<file path="src/hdl/timer16_pkg.sv">
`default_nettype none
package timer16_pkg;
   // Register byte offsets on the AXI4-Lite slave
   localparam logic [7:0] OFS_CTRL     = 8'h00;
   localparam logic [7:0] OFS_CMP_A    = 8'h04;
   localparam logic [7:0] OFS_CMP_B    = 8'h08;
   localparam logic [7:0] OFS_COUNT16  = 8'h0C;
   localparam logic [7:0] OFS_LOWER    = 8'h10;
   localparam logic [7:0] OFS_STATUS   = 8'h14;
   // Control register field positions
   localparam int CTRL_MODE_LSB = 0;
   localparam int CTRL_LVR_BIT  = 2;
   localparam int CTRL_LVS_BIT  = 3;
   localparam int CTRL_TOGA_BIT = 4;
   localparam int CTRL_TOGB_BIT = 5;
   localparam int CTRL_OEN_BIT  = 6;
   localparam int CTRL_LRUN_BIT = 7;
   localparam int CTRL_GATE_BIT = 8;
   // Status register field positions
   localparam int ST_LMATCH_BIT = 0;
   localparam int ST_MA_BIT     = 1;
   localparam int ST_MB_BIT     = 2;
   // Values after reset
   localparam logic [15:0] CMP_RST   = 16'h0000;
   localparam logic [15:0] COUNT_RST = 16'h0000;
   localparam logic [7:0]  LCMP_RST  = 8'hFF;
   localparam logic [1:0]  MODE_STOP = 2'b00;
   // AXI response codes
   localparam logic [1:0] RESP_OKAY   = 2'b00;
   localparam logic [1:0] RESP_SLVERR = 2'b10;
   // Start synchroniser states, Gray along the path
   typedef enum logic [1:0] {
      ST_IDLE  = 2'b00,
      ST_ARMED = 2'b01,
      ST_RUN   = 2'b11
   } start_e;
endpackage
`default_nettype wire
</file>
<file path="src/hdl/sync2.sv">
`default_nettype none
// Two-flop synchroniser for one level
module sync2
   import timer16_pkg::*;
(
   input  wire logic i_clk,
   input  wire logic i_rstn,
   input  wire logic i_async,
   output logic      o_sync
);
   logic meta_q;   // First stage, read only by the second
   logic sync_q;   // Second stage
   logic meta_d;
   logic sync_d;

   // Next values: plain shift
   always_comb begin
      meta_d = i_async;
      sync_d = meta_q;
   end

   // Registers, cleared by synchronous reset
   always_ff @(posedge i_clk) begin
      if (!i_rstn) begin
         meta_q <= 1'b0;
         sync_q <= 1'b0;
      end else begin
         meta_q <= meta_d;
         sync_q <= sync_d;
      end
   end

   assign o_sync = sync_q;
endmodule
`default_nettype wire

</file>
<file path="src/hdl/timer16_cascade.sv">
// Function
// - Event enable high until first gate match
// - Enable synchronised to event clock, one-count error
// - First count clock after start not counted
// - No lost count on overflow restart
// - Stopped level bits: 01 low, 10 high
// - Level bits 00 keep last pin level
// - Nonzero mode starts from established level
// - Output toggles on each match A; here a toggling match B in the same cycle cancels it
// - Start-to-match may vary one count
// - Capture read hazard; software reads after irq
// - Compares undefined after stop
// - Lower match clocks upper; upper clears on A
//
// Register access over AXI4-Lite and the placing of the registers were decided locally.
`default_nettype none
module timer16_cascade
   import timer16_pkg::*;
(
   input  wire logic        i_clk,
   input  wire logic        i_rstn,
   input  wire logic        i_event_input_pin,
   input  wire logic        i_gate_enable,
   input  wire logic [7:0]  s_axi_awaddr,
   input  wire logic        s_axi_awvalid,
   output logic             s_axi_awready,
   input  wire logic [31:0] s_axi_wdata,
   input  wire logic [3:0]  s_axi_wstrb,
   input  wire logic        s_axi_wvalid,
   output logic             s_axi_wready,
   output logic [1:0]       s_axi_bresp,
   output logic             s_axi_bvalid,
   input  wire logic        s_axi_bready,
   input  wire logic [7:0]  s_axi_araddr,
   input  wire logic        s_axi_arvalid,
   output logic             s_axi_arready,
   output logic [31:0]      s_axi_rdata,
   output logic [1:0]       s_axi_rresp,
   output logic             s_axi_rvalid,
   input  wire logic        s_axi_rready,
   output logic             o_timer_out_pin,
   output logic             o_match_a_irq,
   output logic             o_match_b_irq
);
   // Synchronised pins
   logic        evt_s;          // Event input after two flops
   logic        gate_s;         // Gate enable after two flops
   // Control state
   logic [8:0]  ctrl_q, ctrl_d; // Control fields
   logic [15:0] cmpa_q, cmpa_d; // compare_capture_a, no promise kept after stop
   logic [15:0] cmpb_q, cmpb_d; // compare_capture_b
   logic [7:0]  lcmp_q, lcmp_d; // lower_compare
   // Counters and flags
   logic [7:0]  low_q, low_d;   // lower_count8
   logic [15:0] up_q, up_d;     // upper_count16
   logic        evt_q, evt_d;   // Last event level, for edge detect
   logic        lflag_q, lflag_d;   // lower_match_flag
   logic        fa_q, fa_d;     // Match A status
   logic        fb_q, fb_d;     // Match B status
   logic        out_q, out_d;   // timer_out_pin level
   start_e      st_q, st_d;     // Start synchroniser
   // Bus state
   logic        aw_q, aw_d;
   logic        w_q, w_d;
   logic [7:0]  awa_q, awa_d;
   logic [31:0] wd_q, wd_d;
   logic        bv_q, bv_d;
   logic [1:0]  br_q, br_d;
   logic        rv_q, rv_d;
   logic [31:0] rd_q, rd_d;
   logic [1:0]  rr_q, rr_d;
   // Helpers
   logic [1:0]  mode;
   logic        running;
   logic        evt_edge;
   logic        low_match;
   logic        cnt_tick;
   logic        match_a;
   logic        match_b;
   logic        wr_go;
   logic        st_clr;

   // Pins from outside are synchronised before use
   sync2 u_sync_evt (
      .i_clk   (i_clk),
      .i_rstn  (i_rstn),
      .i_async (i_event_input_pin),
      .o_sync  (evt_s)
   );
   // Gate is resampled in this domain, hence up to one count of error
   sync2 u_sync_gate (
      .i_clk   (i_clk),
      .i_rstn  (i_rstn),
      .i_async (i_gate_enable),
      .o_sync  (gate_s)
   );

   assign mode    = ctrl_q[CTRL_MODE_LSB +: 2];
   assign running = (mode != MODE_STOP);
   // Rising event edge counts only while the gate is open or gating is off
   assign evt_edge  = evt_s && !evt_q && ctrl_q[CTRL_LRUN_BIT]
                      && (gate_s || !ctrl_q[CTRL_GATE_BIT]);
   assign low_match = evt_edge && (low_q == lcmp_q);
   // Upper count clock is the lower match, taken only synchronised and running
   assign cnt_tick  = low_match && (st_q == ST_RUN) && running;
   assign match_a   = cnt_tick && (up_q == cmpa_q);
   assign match_b   = cnt_tick && (up_q == cmpb_q);
   assign wr_go     = aw_q && w_q && !bv_q;
   assign st_clr    = wr_go && (awa_q == OFS_STATUS);

   // Start synchroniser: first count clock after start is swallowed
   always_comb begin
      case (st_q)
         ST_IDLE:  st_d = !running ? ST_IDLE : (low_match ? ST_RUN : ST_ARMED);
         ST_ARMED: st_d = !running ? ST_IDLE :
                          (low_match ? ST_RUN : ST_ARMED);
         ST_RUN:   st_d = running ? ST_RUN : ST_IDLE; // stays synced
         default:  st_d = ST_IDLE;
      endcase
   end

   // Counters, flags and output level
   always_comb begin
      evt_d   = evt_s;
      low_d   = low_q;
      up_d    = up_q;
      lflag_d = lflag_q;
      fa_d    = fa_q;
      fb_d    = fb_q;
      out_d   = out_q;
      // Lower counter clears when it matches its compare
      if (!ctrl_q[CTRL_LRUN_BIT]) begin
         low_d = 8'h00;
      end else if (evt_edge) begin
         low_d = low_match ? 8'h00 : low_q + 8'h01;
      end
      // Upper counter clears on match A, wraps freely otherwise
      if (!running) begin
         up_d = COUNT_RST;
      end else if (cnt_tick) begin
         up_d = match_a ? COUNT_RST : up_q + 16'h0001;
      end
      // Software clears first, so a same-cycle event wins
      if (st_clr && wd_q[ST_LMATCH_BIT]) begin
         lflag_d = 1'b0;
      end
      if (st_clr && wd_q[ST_MA_BIT]) begin
         fa_d = 1'b0;
      end
      if (st_clr && wd_q[ST_MB_BIT]) begin
         fb_d = 1'b0;
      end
      if (low_match) begin
         lflag_d = 1'b1;
      end
      if (match_a) begin
         fa_d = 1'b1;
      end
      if (match_b) begin
         fb_d = 1'b1;
      end
      // Level bits steer the pin only while stopped
      if (!running) begin
         case ({ctrl_q[CTRL_LVS_BIT], ctrl_q[CTRL_LVR_BIT]})
            2'b01:   out_d = 1'b0;
            2'b10:   out_d = 1'b1;
            default: out_d = out_q; // 00 holds, 11 ignored
         endcase
      end else begin
         // Running starts from the held level
         if (match_a && ctrl_q[CTRL_TOGA_BIT]) begin
            out_d = !out_d;
         end
         if (match_b && ctrl_q[CTRL_TOGB_BIT]) begin
            out_d = !out_d;
         end
      end
   end

   // Register file and AXI4-Lite slave
   always_comb begin
      ctrl_d = ctrl_q;
      cmpa_d = cmpa_q;
      cmpb_d = cmpb_q;
      lcmp_d = lcmp_q;
      aw_d   = aw_q;
      w_d    = w_q;
      awa_d  = awa_q;
      wd_d   = wd_q;
      bv_d   = bv_q;
      br_d   = br_q;
      rv_d   = rv_q;
      rd_d   = rd_q;
      rr_d   = rr_q;
      // Address and data are latched independently
      if (s_axi_awvalid && !aw_q) begin
         aw_d  = 1'b1;
         awa_d = s_axi_awaddr;
      end
      if (s_axi_wvalid && !w_q) begin
         w_d  = 1'b1;
         wd_d = s_axi_wdata;
      end
      if (wr_go) begin
         aw_d = 1'b0;
         w_d  = 1'b0;
         bv_d = 1'b1;
         br_d = RESP_OKAY;
         // Byte lanes are not split: each register takes the whole word
         case (awa_q)
            OFS_CTRL:   ctrl_d = wd_q[8:0]; // level bits held by software
            OFS_CMP_A:  cmpa_d = wd_q[15:0];
            OFS_CMP_B:  cmpb_d = wd_q[15:0];
            OFS_LOWER:  lcmp_d = wd_q[7:0];
            OFS_STATUS: br_d = RESP_OKAY;
            default:    br_d = RESP_SLVERR;
         endcase
      end
      if (bv_q && s_axi_bready) begin
         bv_d = 1'b0;
      end
      // Read returns live state; no capture path, so no read race
      if (s_axi_arvalid && !rv_q) begin
         rv_d = 1'b1;
         rr_d = RESP_OKAY;
         case (s_axi_araddr)
            OFS_CTRL:    rd_d = {23'h000000, ctrl_q};
            OFS_CMP_A:   rd_d = {16'h0000, cmpa_q};
            OFS_CMP_B:   rd_d = {16'h0000, cmpb_q};
            OFS_COUNT16: rd_d = {16'h0000, up_q}; // software corrects
            OFS_LOWER:   rd_d = {16'h0000, low_q, lcmp_q};
            OFS_STATUS:  rd_d = {29'h00000000, fb_q, fa_q, lflag_q};
            default: begin
               rd_d = 32'h00000000;
               rr_d = RESP_SLVERR;
            end
         endcase
      end else if (rv_q && s_axi_rready) begin
         rv_d = 1'b0;
      end
   end
   // All state registered here
   always_ff @(posedge i_clk) begin
      if (!i_rstn) begin
         ctrl_q  <= 9'h000;
         cmpa_q  <= CMP_RST;
         cmpb_q  <= CMP_RST;
         lcmp_q  <= LCMP_RST;
         low_q   <= 8'h00;
         up_q    <= COUNT_RST;
         evt_q   <= 1'b0;
         lflag_q <= 1'b0;
         fa_q    <= 1'b0;
         fb_q    <= 1'b0;
         out_q   <= 1'b0;
         st_q    <= ST_IDLE;
         aw_q    <= 1'b0;
         w_q     <= 1'b0;
         awa_q   <= 8'h00;
         wd_q    <= 32'h00000000;
         bv_q    <= 1'b0;
         br_q    <= RESP_OKAY;
         rv_q    <= 1'b0;
         rd_q    <= 32'h00000000;
         rr_q    <= RESP_OKAY;
      end else begin
         ctrl_q  <= ctrl_d;
         cmpa_q  <= cmpa_d;
         cmpb_q  <= cmpb_d;
         lcmp_q  <= lcmp_d;
         low_q   <= low_d;
         up_q    <= up_d;
         evt_q   <= evt_d;
         lflag_q <= lflag_d;
         fa_q    <= fa_d;
         fb_q    <= fb_d;
         out_q   <= out_d;
         st_q    <= st_d;
         aw_q    <= aw_d;
         w_q     <= w_d;
         awa_q   <= awa_d;
         wd_q    <= wd_d;
         bv_q    <= bv_d;
         br_q    <= br_d;
         rv_q    <= rv_d;
         rd_q    <= rd_d;
         rr_q    <= rr_d;
      end
   end
   // Outputs; pin is forced low when the output is disabled
   assign o_timer_out_pin = out_q && ctrl_q[CTRL_OEN_BIT];
   assign o_match_a_irq   = fa_q;
   assign o_match_b_irq   = fb_q;
   assign s_axi_awready   = !aw_q;
   assign s_axi_wready    = !w_q;
   assign s_axi_bvalid    = bv_q;
   assign s_axi_bresp     = br_q;
   assign s_axi_arready   = !rv_q;
   assign s_axi_rvalid    = rv_q;
   assign s_axi_rdata     = rd_q;
   assign s_axi_rresp     = rr_q;
   // Checks
   chk_first_swallow: assert property (@(posedge i_clk) disable iff (!i_rstn)
      (st_q == ST_ARMED && low_match) |=> (up_q == $past(up_q)))
      else $error("first count after start was counted");
   chk_upper_clear: assert property (@(posedge i_clk) disable iff (!i_rstn)
      match_a |=> (up_q == 16'h0000) && fa_q)
      else $error("upper did not clear on match A");
   chk_no_lost: assert property (@(posedge i_clk) disable iff (!i_rstn)
      (cnt_tick && !match_a && running) |=> (up_q == $past(up_q) + 16'h0001))
      else $error("count lost while running");
   chk_level_low: assert property (@(posedge i_clk) disable iff (!i_rstn)
      (!running && ctrl_q[3:2] == 2'b01) |=> !out_q)
      else $error("level clear did not drive low");
   chk_level_high: assert property (@(posedge i_clk) disable iff (!i_rstn)
      (!running && ctrl_q[3:2] == 2'b10) |=> out_q)
      else $error("level set did not drive high");
   chk_level_hold: assert property (@(posedge i_clk) disable iff (!i_rstn)
      (!running && ctrl_q[3:2] == 2'b00) |=> $stable(out_q))
      else $error("pin changed with level bits 00");
   chk_toggle_a: assert property (@(posedge i_clk) disable iff (!i_rstn)
      (match_a && ctrl_q[4] && !(match_b && ctrl_q[5])) |=> (out_q != $past(out_q)))
      else $error("no toggle on match A");
   chk_lflag_sticky: assert property (@(posedge i_clk) disable iff (!i_rstn)
      (lflag_q && !st_clr) |=> lflag_q)
      else $error("lower flag dropped without clear");
   chk_lower_wrap: assert property (@(posedge i_clk) disable iff (!i_rstn)
      low_match |=> (low_q == 8'h00) && lflag_q)
      else $error("lower did not clear on match");
endmodule
`default_nettype wire

</file>
<file path="config.mk">
export PLATFORM = sky130hd
export DESIGN_NAME = timer16_cascade
export DESIGN_NICKNAME = d
export VERILOG_FILES = /design/src/hdl/timer16_pkg.sv /design/src/hdl/sync2.sv /design/src/hdl/timer16_cascade.sv
export SDC_FILE = /design/constraint.sdc
export NUM_CORES = 1
export LEC_CHECK = 0
export BUFFER_PORTS_ARGS = -buffer_cell sky130_fd_sc_hd__clkbuf_2
export CAP_MARGIN = 40
export CORE_MARGIN = 8
export CORE_UTILIZATION = 40
export DETAILED_ROUTE_END_ITERATION = 12
export PLACE_DENSITY = 0.65
export REMOVE_ABC_BUFFERS = 1
export SYNTH_ARGS = -nofsm -noshare
export SYNTH_HDL_FRONTEND = slang
export SYNTH_HIERARCHICAL = 1
export SYNTH_SLANG_ARGS = --single-unit
</file>
<file path="constraint.sdc">
create_clock -name i_clk -period 1.9 [get_ports i_clk]
set_input_delay 0.475 -clock i_clk [delete_from_list [all_inputs] [get_ports i_clk]]
set_output_delay 0.475 -clock i_clk [all_outputs]
set_load 0.05 [all_outputs]
</file>
# Yosys cells after proc, flatten, opt, wreduce, memory -nomap -nowiden
# Index checks and enable logic that the tools add are counted.
# W data, S select, Z words.
# classes
n_bitwise,1
mux,22
n_eq_ne,16
n_addsub,2
reduce_logical,51
# ops
operator,count
$pmux W16 S6,1
$eq A16 B16 Y1,2
$eq A8 B5 Y1 const B,4
$eq A8 B4 Y1 const B,3
$logic_and A1 B1 Y1,22
$add A16 B1 Y16 const B,1
$eq A8 B3 Y1 const B,2
$logic_not A8 Y1,2
$mux W16,1
$mux W1,12
$reduce_and A2 Y1,6
$mux W2,5
$reduce_bool A2 Y1,5
$add A8 B1 Y8 const B,1
$eq A8 B8 Y1,1
$logic_not A1 Y1,8
$mux W8,1
$reduce_or A2 Y1,3
$reduce_or A6 Y1,1
$reduce_or A5 Y1,1
$eq A2 B1 Y1 const B,2
$eq A2 B2 Y1 const B,2
$pmux W2 S2,1
$reduce_bool A3 Y1,1
other kinds (4),4
# totals
reg_bits,148
in_bits,61

# Logic depth before layout (Yosys ltp)
# depth
ltp_word,14
depth_mapped,8
depth_no_buf,6

# By module
# The synthesis kept the hierarchy.
# by_module_without_submodules
module,area_each_um2,instances,cells_each,seq_area_each_um2
timer16_cascade,6195.9,1,683,2522.4
sync2,52.6,2,4,40.0

# Worst setup path after synthesis
# No wires, ideal clock.
# synth_timing
path_kind,register -> register
start,reg rv_q (netlist: s_axi_rvalid)
end,reg rd_q[10] (netlist: s_axi_rdata[10])
t_required_ps,1785
stages_incl_launch_ff,7
slack_ps,-145
synth_period_minus_slack_ps,2045
n_path_buf,1
arrival_time_ps,1930
setup_ps,115
path_cell_list,dfxtp_1 -> inv_1 -> nand2_1 -> a211o_1 -> clkbuf_1 -> o21ai_0 -> and2_1
# synth_via
elab_chain_cells,2
# synth_lines
element,line_no,source
start: declaration,timer16_cascade.sv:69,"logic rv_q, rv_d;"
start signal: assignment,timer16_cascade.sv:285,rv_q <= rv_d;
$logic_not A1 Y1,-,
net s_axi_arready,timer16_cascade.sv:36,"output logic s_axi_arready,"
$logic_and A1 B1 Y1,timer16_cascade.sv:223,if (s_axi_arvalid && !rv_q) begin
end signal: assignment,timer16_cascade.sv:286,rd_q <= rd_d;
end: declaration,timer16_cascade.sv:70,"logic [31:0] rd_q, rd_d;"
# The timed path passes the listed nets, and every way through them passes these cells.
# A chain may end at the register's enable or synchronous reset.

# Worst setup path in the final report
# layout_timing
start,reg ctrl_q[8]
end,reg out_q
# layout_via
elab_chain_cells,13
# layout_lines
element,line_no,source
start: declaration,timer16_cascade.sv:49,"logic [8:0] ctrl_q, ctrl_d;"
start signal: assignment,timer16_cascade.sv:267,ctrl_q <= ctrl_d;
$logic_not A1 Y1 (*),timer16_cascade.sv:102,&& (gate_s || !ctrl_q[CTRL_GATE_BIT]);
$logic_or A1 B1 Y1 (*),timer16_cascade.sv:102,
$logic_and A1 B1 Y1 (*),timer16_cascade.sv:102,
$logic_and A1 B1 Y1 (*),timer16_cascade.sv:103,assign low_match = evt_edge && (low_q == lcmp_q);
$logic_and A1 B1 Y1 (*) (2 in series),timer16_cascade.sv:105,assign cnt_tick = low_match && (st_q == ST_RUN) && running;
$logic_and A1 B1 Y1,timer16_cascade.sv:106,assign match_a = cnt_tick && (up_q == cmpa_q);
$logic_and A1 B1 Y1,timer16_cascade.sv:171,if (match_a && ctrl_q[CTRL_TOGA_BIT]) begin
$mux W1,timer16_cascade.sv:171,
$mux W1,timer16_cascade.sv:163,if (!running) begin
$logic_not A1 Y1,timer16_cascade.sv:175,out_d = !out_d;
$mux W1 (*),timer16_cascade.sv:174,if (match_b && ctrl_q[CTRL_TOGB_BIT]) begin
$mux W1 (*),timer16_cascade.sv:163,
end signal: assignment,timer16_cascade.sv:277,out_q <= out_d;
end: declaration,timer16_cascade.sv:60,"logic out_q, out_d;"
# Every way passes the cells marked *; elsewhere a longest branch is shown, timed or not. The select of a mux whose other input is x is not followed.

==> results.toml <==
[routing]
firstDrtPassIters = 4
drtIter0Drc = 327
drcViolationCount = 0
vias = 5110
detail-route-antenna-nets = 0
wire_per_inst_um = 16.0
vias_per_cell = 4.94
wl_um = 16600

[yosys]
synth-seq-area-share_pct = 41.3
synth_top_family_by_area = "simple AND/OR/NAND/NOR gates"
synth-async-reset-ratio_pct = 0
synth_xor_xnor_area_share_pct = 8.60
synthAdderAreaFrac_pct = 0.556
syn_inst = 691
synth_ff_type = "dfxtp_1"
synth_mux_area_share_pct = 10.1
synthesis.area_sq_um = 6300
synth_seq_cells = 130
synth_warnings = 6
synth-simple-area-share_pct = 22.3
synth_edf_count = 0
ys_types = 56
synth.avg_cell_area_sq_um = 9.12
synth_compound_area_share_pct = 11.1

[clocking]
clk_pin_slew_ns = 0.05
cts_tree = "yes"
cts-root-buf = "clkbuf_16"
numCtsBuffers = 17
cts_sinks = 130
holdBufCountCts = 0
htree_levels = 4
clock_latency_ns = 0.42
clockBufferDepth = 2

[die]
die_area_sq_um = 20000
initial_core_util_pct = 40.2
core_sq_um = 15700
die_h_um = 142
ios = 105
num_rows = 46
die_w_um = 142

[timing]
hold_violations = 0
slew_viol_final = 0
post-route-min-period_ns = 1.92
fmax_mhz = 520
post-route-period-util_pct = 101
setup_slack_ns = -0.0228
skew_ns = 0.0104
rsz0062_at_grt = "yes"
setup_viol = 1

[power_and_ir_drop]
vdd_drop_max_mv = 0.580
power.leakage_nw = 3.29
finalPower_w = 0.00660
p_per_area_nw_per_um2 = 817

[worst_setup_path]
cp.required_ns = 2.23
critPathArrivalTime_ns = 2.25
r2r_cells = 7
crit_path_end_kind = "register"
r2r_slack_ns = -0.02
endpoint = "out_q"
path_class = "register to register"
r2r_end = "out_q"
crit_fanout = 6
cp-start-kind = "register"
crit_start = "ctrl_q[8]"
reg2reg_from = "ctrl_q[8]"

[placed_design]
placed_cell_area_sq_um = 7250
dp_hpwl_um = 11800
gp_congestion = 0.901
io_buffer_count = 66

[run_status]
violations = "negative setup slack"
status = "finished with violations"

[run]
max-cap-violations = 0

[global_routing]
first_global_vias = 4860
grt_pass1_wl_um = 25800
overflow = 0
grt_max_degree = 54
antenna_found_initial = 0
grt_use_total_pct = 16.5

[layout]
fin_area_sq_um = 8080
antenna_cells = 0
layout_commonest_cell = "dfxtp_1"
syn_to_final_growth_pct = 28.2
fin_nets = 870
post_route_cells_drive_above_1_share_pct = 28.8
mostFrequentLayoutCells = "dfxtp_1 (119), nand2_1 (117), clkbuf_2 (66), buf_4 (65), xor2_1 (36)"

[hold_path]
min-delay-path-class = "input port to register"
logic make-up after synthesis:
logic type	count (synthesis)
and+or+nand+nor	275
buffers and inverters	71
muxes	51
adders and majority gates	3
other	1
xor gates and xnor gates	61
AOI/OAI and AO/OA	99
DFF	130
stage by stage:
step	setup TNS [ns]	util, %	worst slack, ns	instances	hold WS (ns)
after floorplan	-9.12	-	-0.222	645	0.412
after global placement	-0.917	46.3	-0.171	998	0.429
after detailed placement	-2.08	46.3	-0.145	998	0.422
after CTS	-0.0243	50.4	-0.0243	1030	0.252
after global routing	-2.64	51.6	-0.171	1035	0.258
final	-0.0228	51.6	-0.0228	1035	0.266
worst max-delay path, stage by stage (launching register included):
cell and delay, ns:
dfxtp_1 0.33, or2b_1 0.17, nand4b_1 0.09, buf_4 0.17, or4b_4 0.54, o31a_1 0.29, nand3_1 0.07, nor3b_1 0.18
worst min-delay path by stage:
| stage | start | endpoint | slack, ns | depth (start not counted) |
|---|---|---|---|---|
| after floorplan | u_sync_evt/meta_q | u_sync_evt/o_sync | 0.41 | 1 |
| after global placement | u_sync_evt/meta_q | u_sync_evt/o_sync | 0.43 | 1 |
| after detailed placement | u_sync_evt/meta_q | u_sync_evt/o_sync | 0.42 | 1 |
| after CTS | i_gate_enable | u_sync_gate/meta_q | 0.25 | 2 |
| after global routing | i_gate_enable | u_sync_gate/meta_q | 0.26 | 2 |
| final | i_event_input_pin | u_sync_evt/meta_q | 0.27 | 2 |
registers in the layout (all words and copies together), names as in the netlist, 2 cells and up:
signal       count
cmpa_q          16
lcmp_q           8
cmpb_q          16
low_q            8
ctrl_q           9
s_axi_rdata     16
st_q             2
up_q            16
wd_q            16
awa_q            8
report_power, final:
part           total, W  switching (W)  internal, W
registers       0.00284      0.0000559      0.00278
logic          0.000468       0.000298     0.000170
clock network   0.00330        0.00118      0.00212
what timing repair did:
item / CTS / global route
setup buffers: 1 / 3
cloned: 0 / 2
endpoints found under the setup margin: 43 / 67
pin swaps: 2 / 13
gates resized for setup: 8 / 42
synth_stat cells (10+ instances only):
cell / n / share of area [%]
nor2b_1: 29 / 2.9
nand2_1: 122 / 7.3
clkbuf_1: 32 / 1.9
a21boi_1: 10 / 1.2
a21boi_0: 34 / 4.1
nand4_1: 20 / 2.0
xor2_1: 36 / 5.0
xnor2_1: 24 / 3.3
o21ai_0: 17 / 1.4
dfxtp_1: 130 / 41
mux2i_1: 33 / 5.2
and2_1: 22 / 2.2
buf_4: 21 / 2.5
nor2_1: 34 / 2.0
a22oi_1: 13 / 1.5
metal layers:
metal,routed length [um],global-route usage [%],vias up
li1,-,-,2554
met1,7860,22.3,2376
met2,7250,24.1,162
met3,1090,4.10,18
met4,402,7.57,0
met5,0,0,-
final cells by class:
class                      instances  area, sq um
multi-input combinational        507         3520
sequential                       130         2620
clock inverter                    10          134
clock buffer                      21          460
inverter                           8         30.0
tap                              216          270
fill                            1496         7570
timing repair buffer             143         1050
Power figures use the tool's default switching activity.
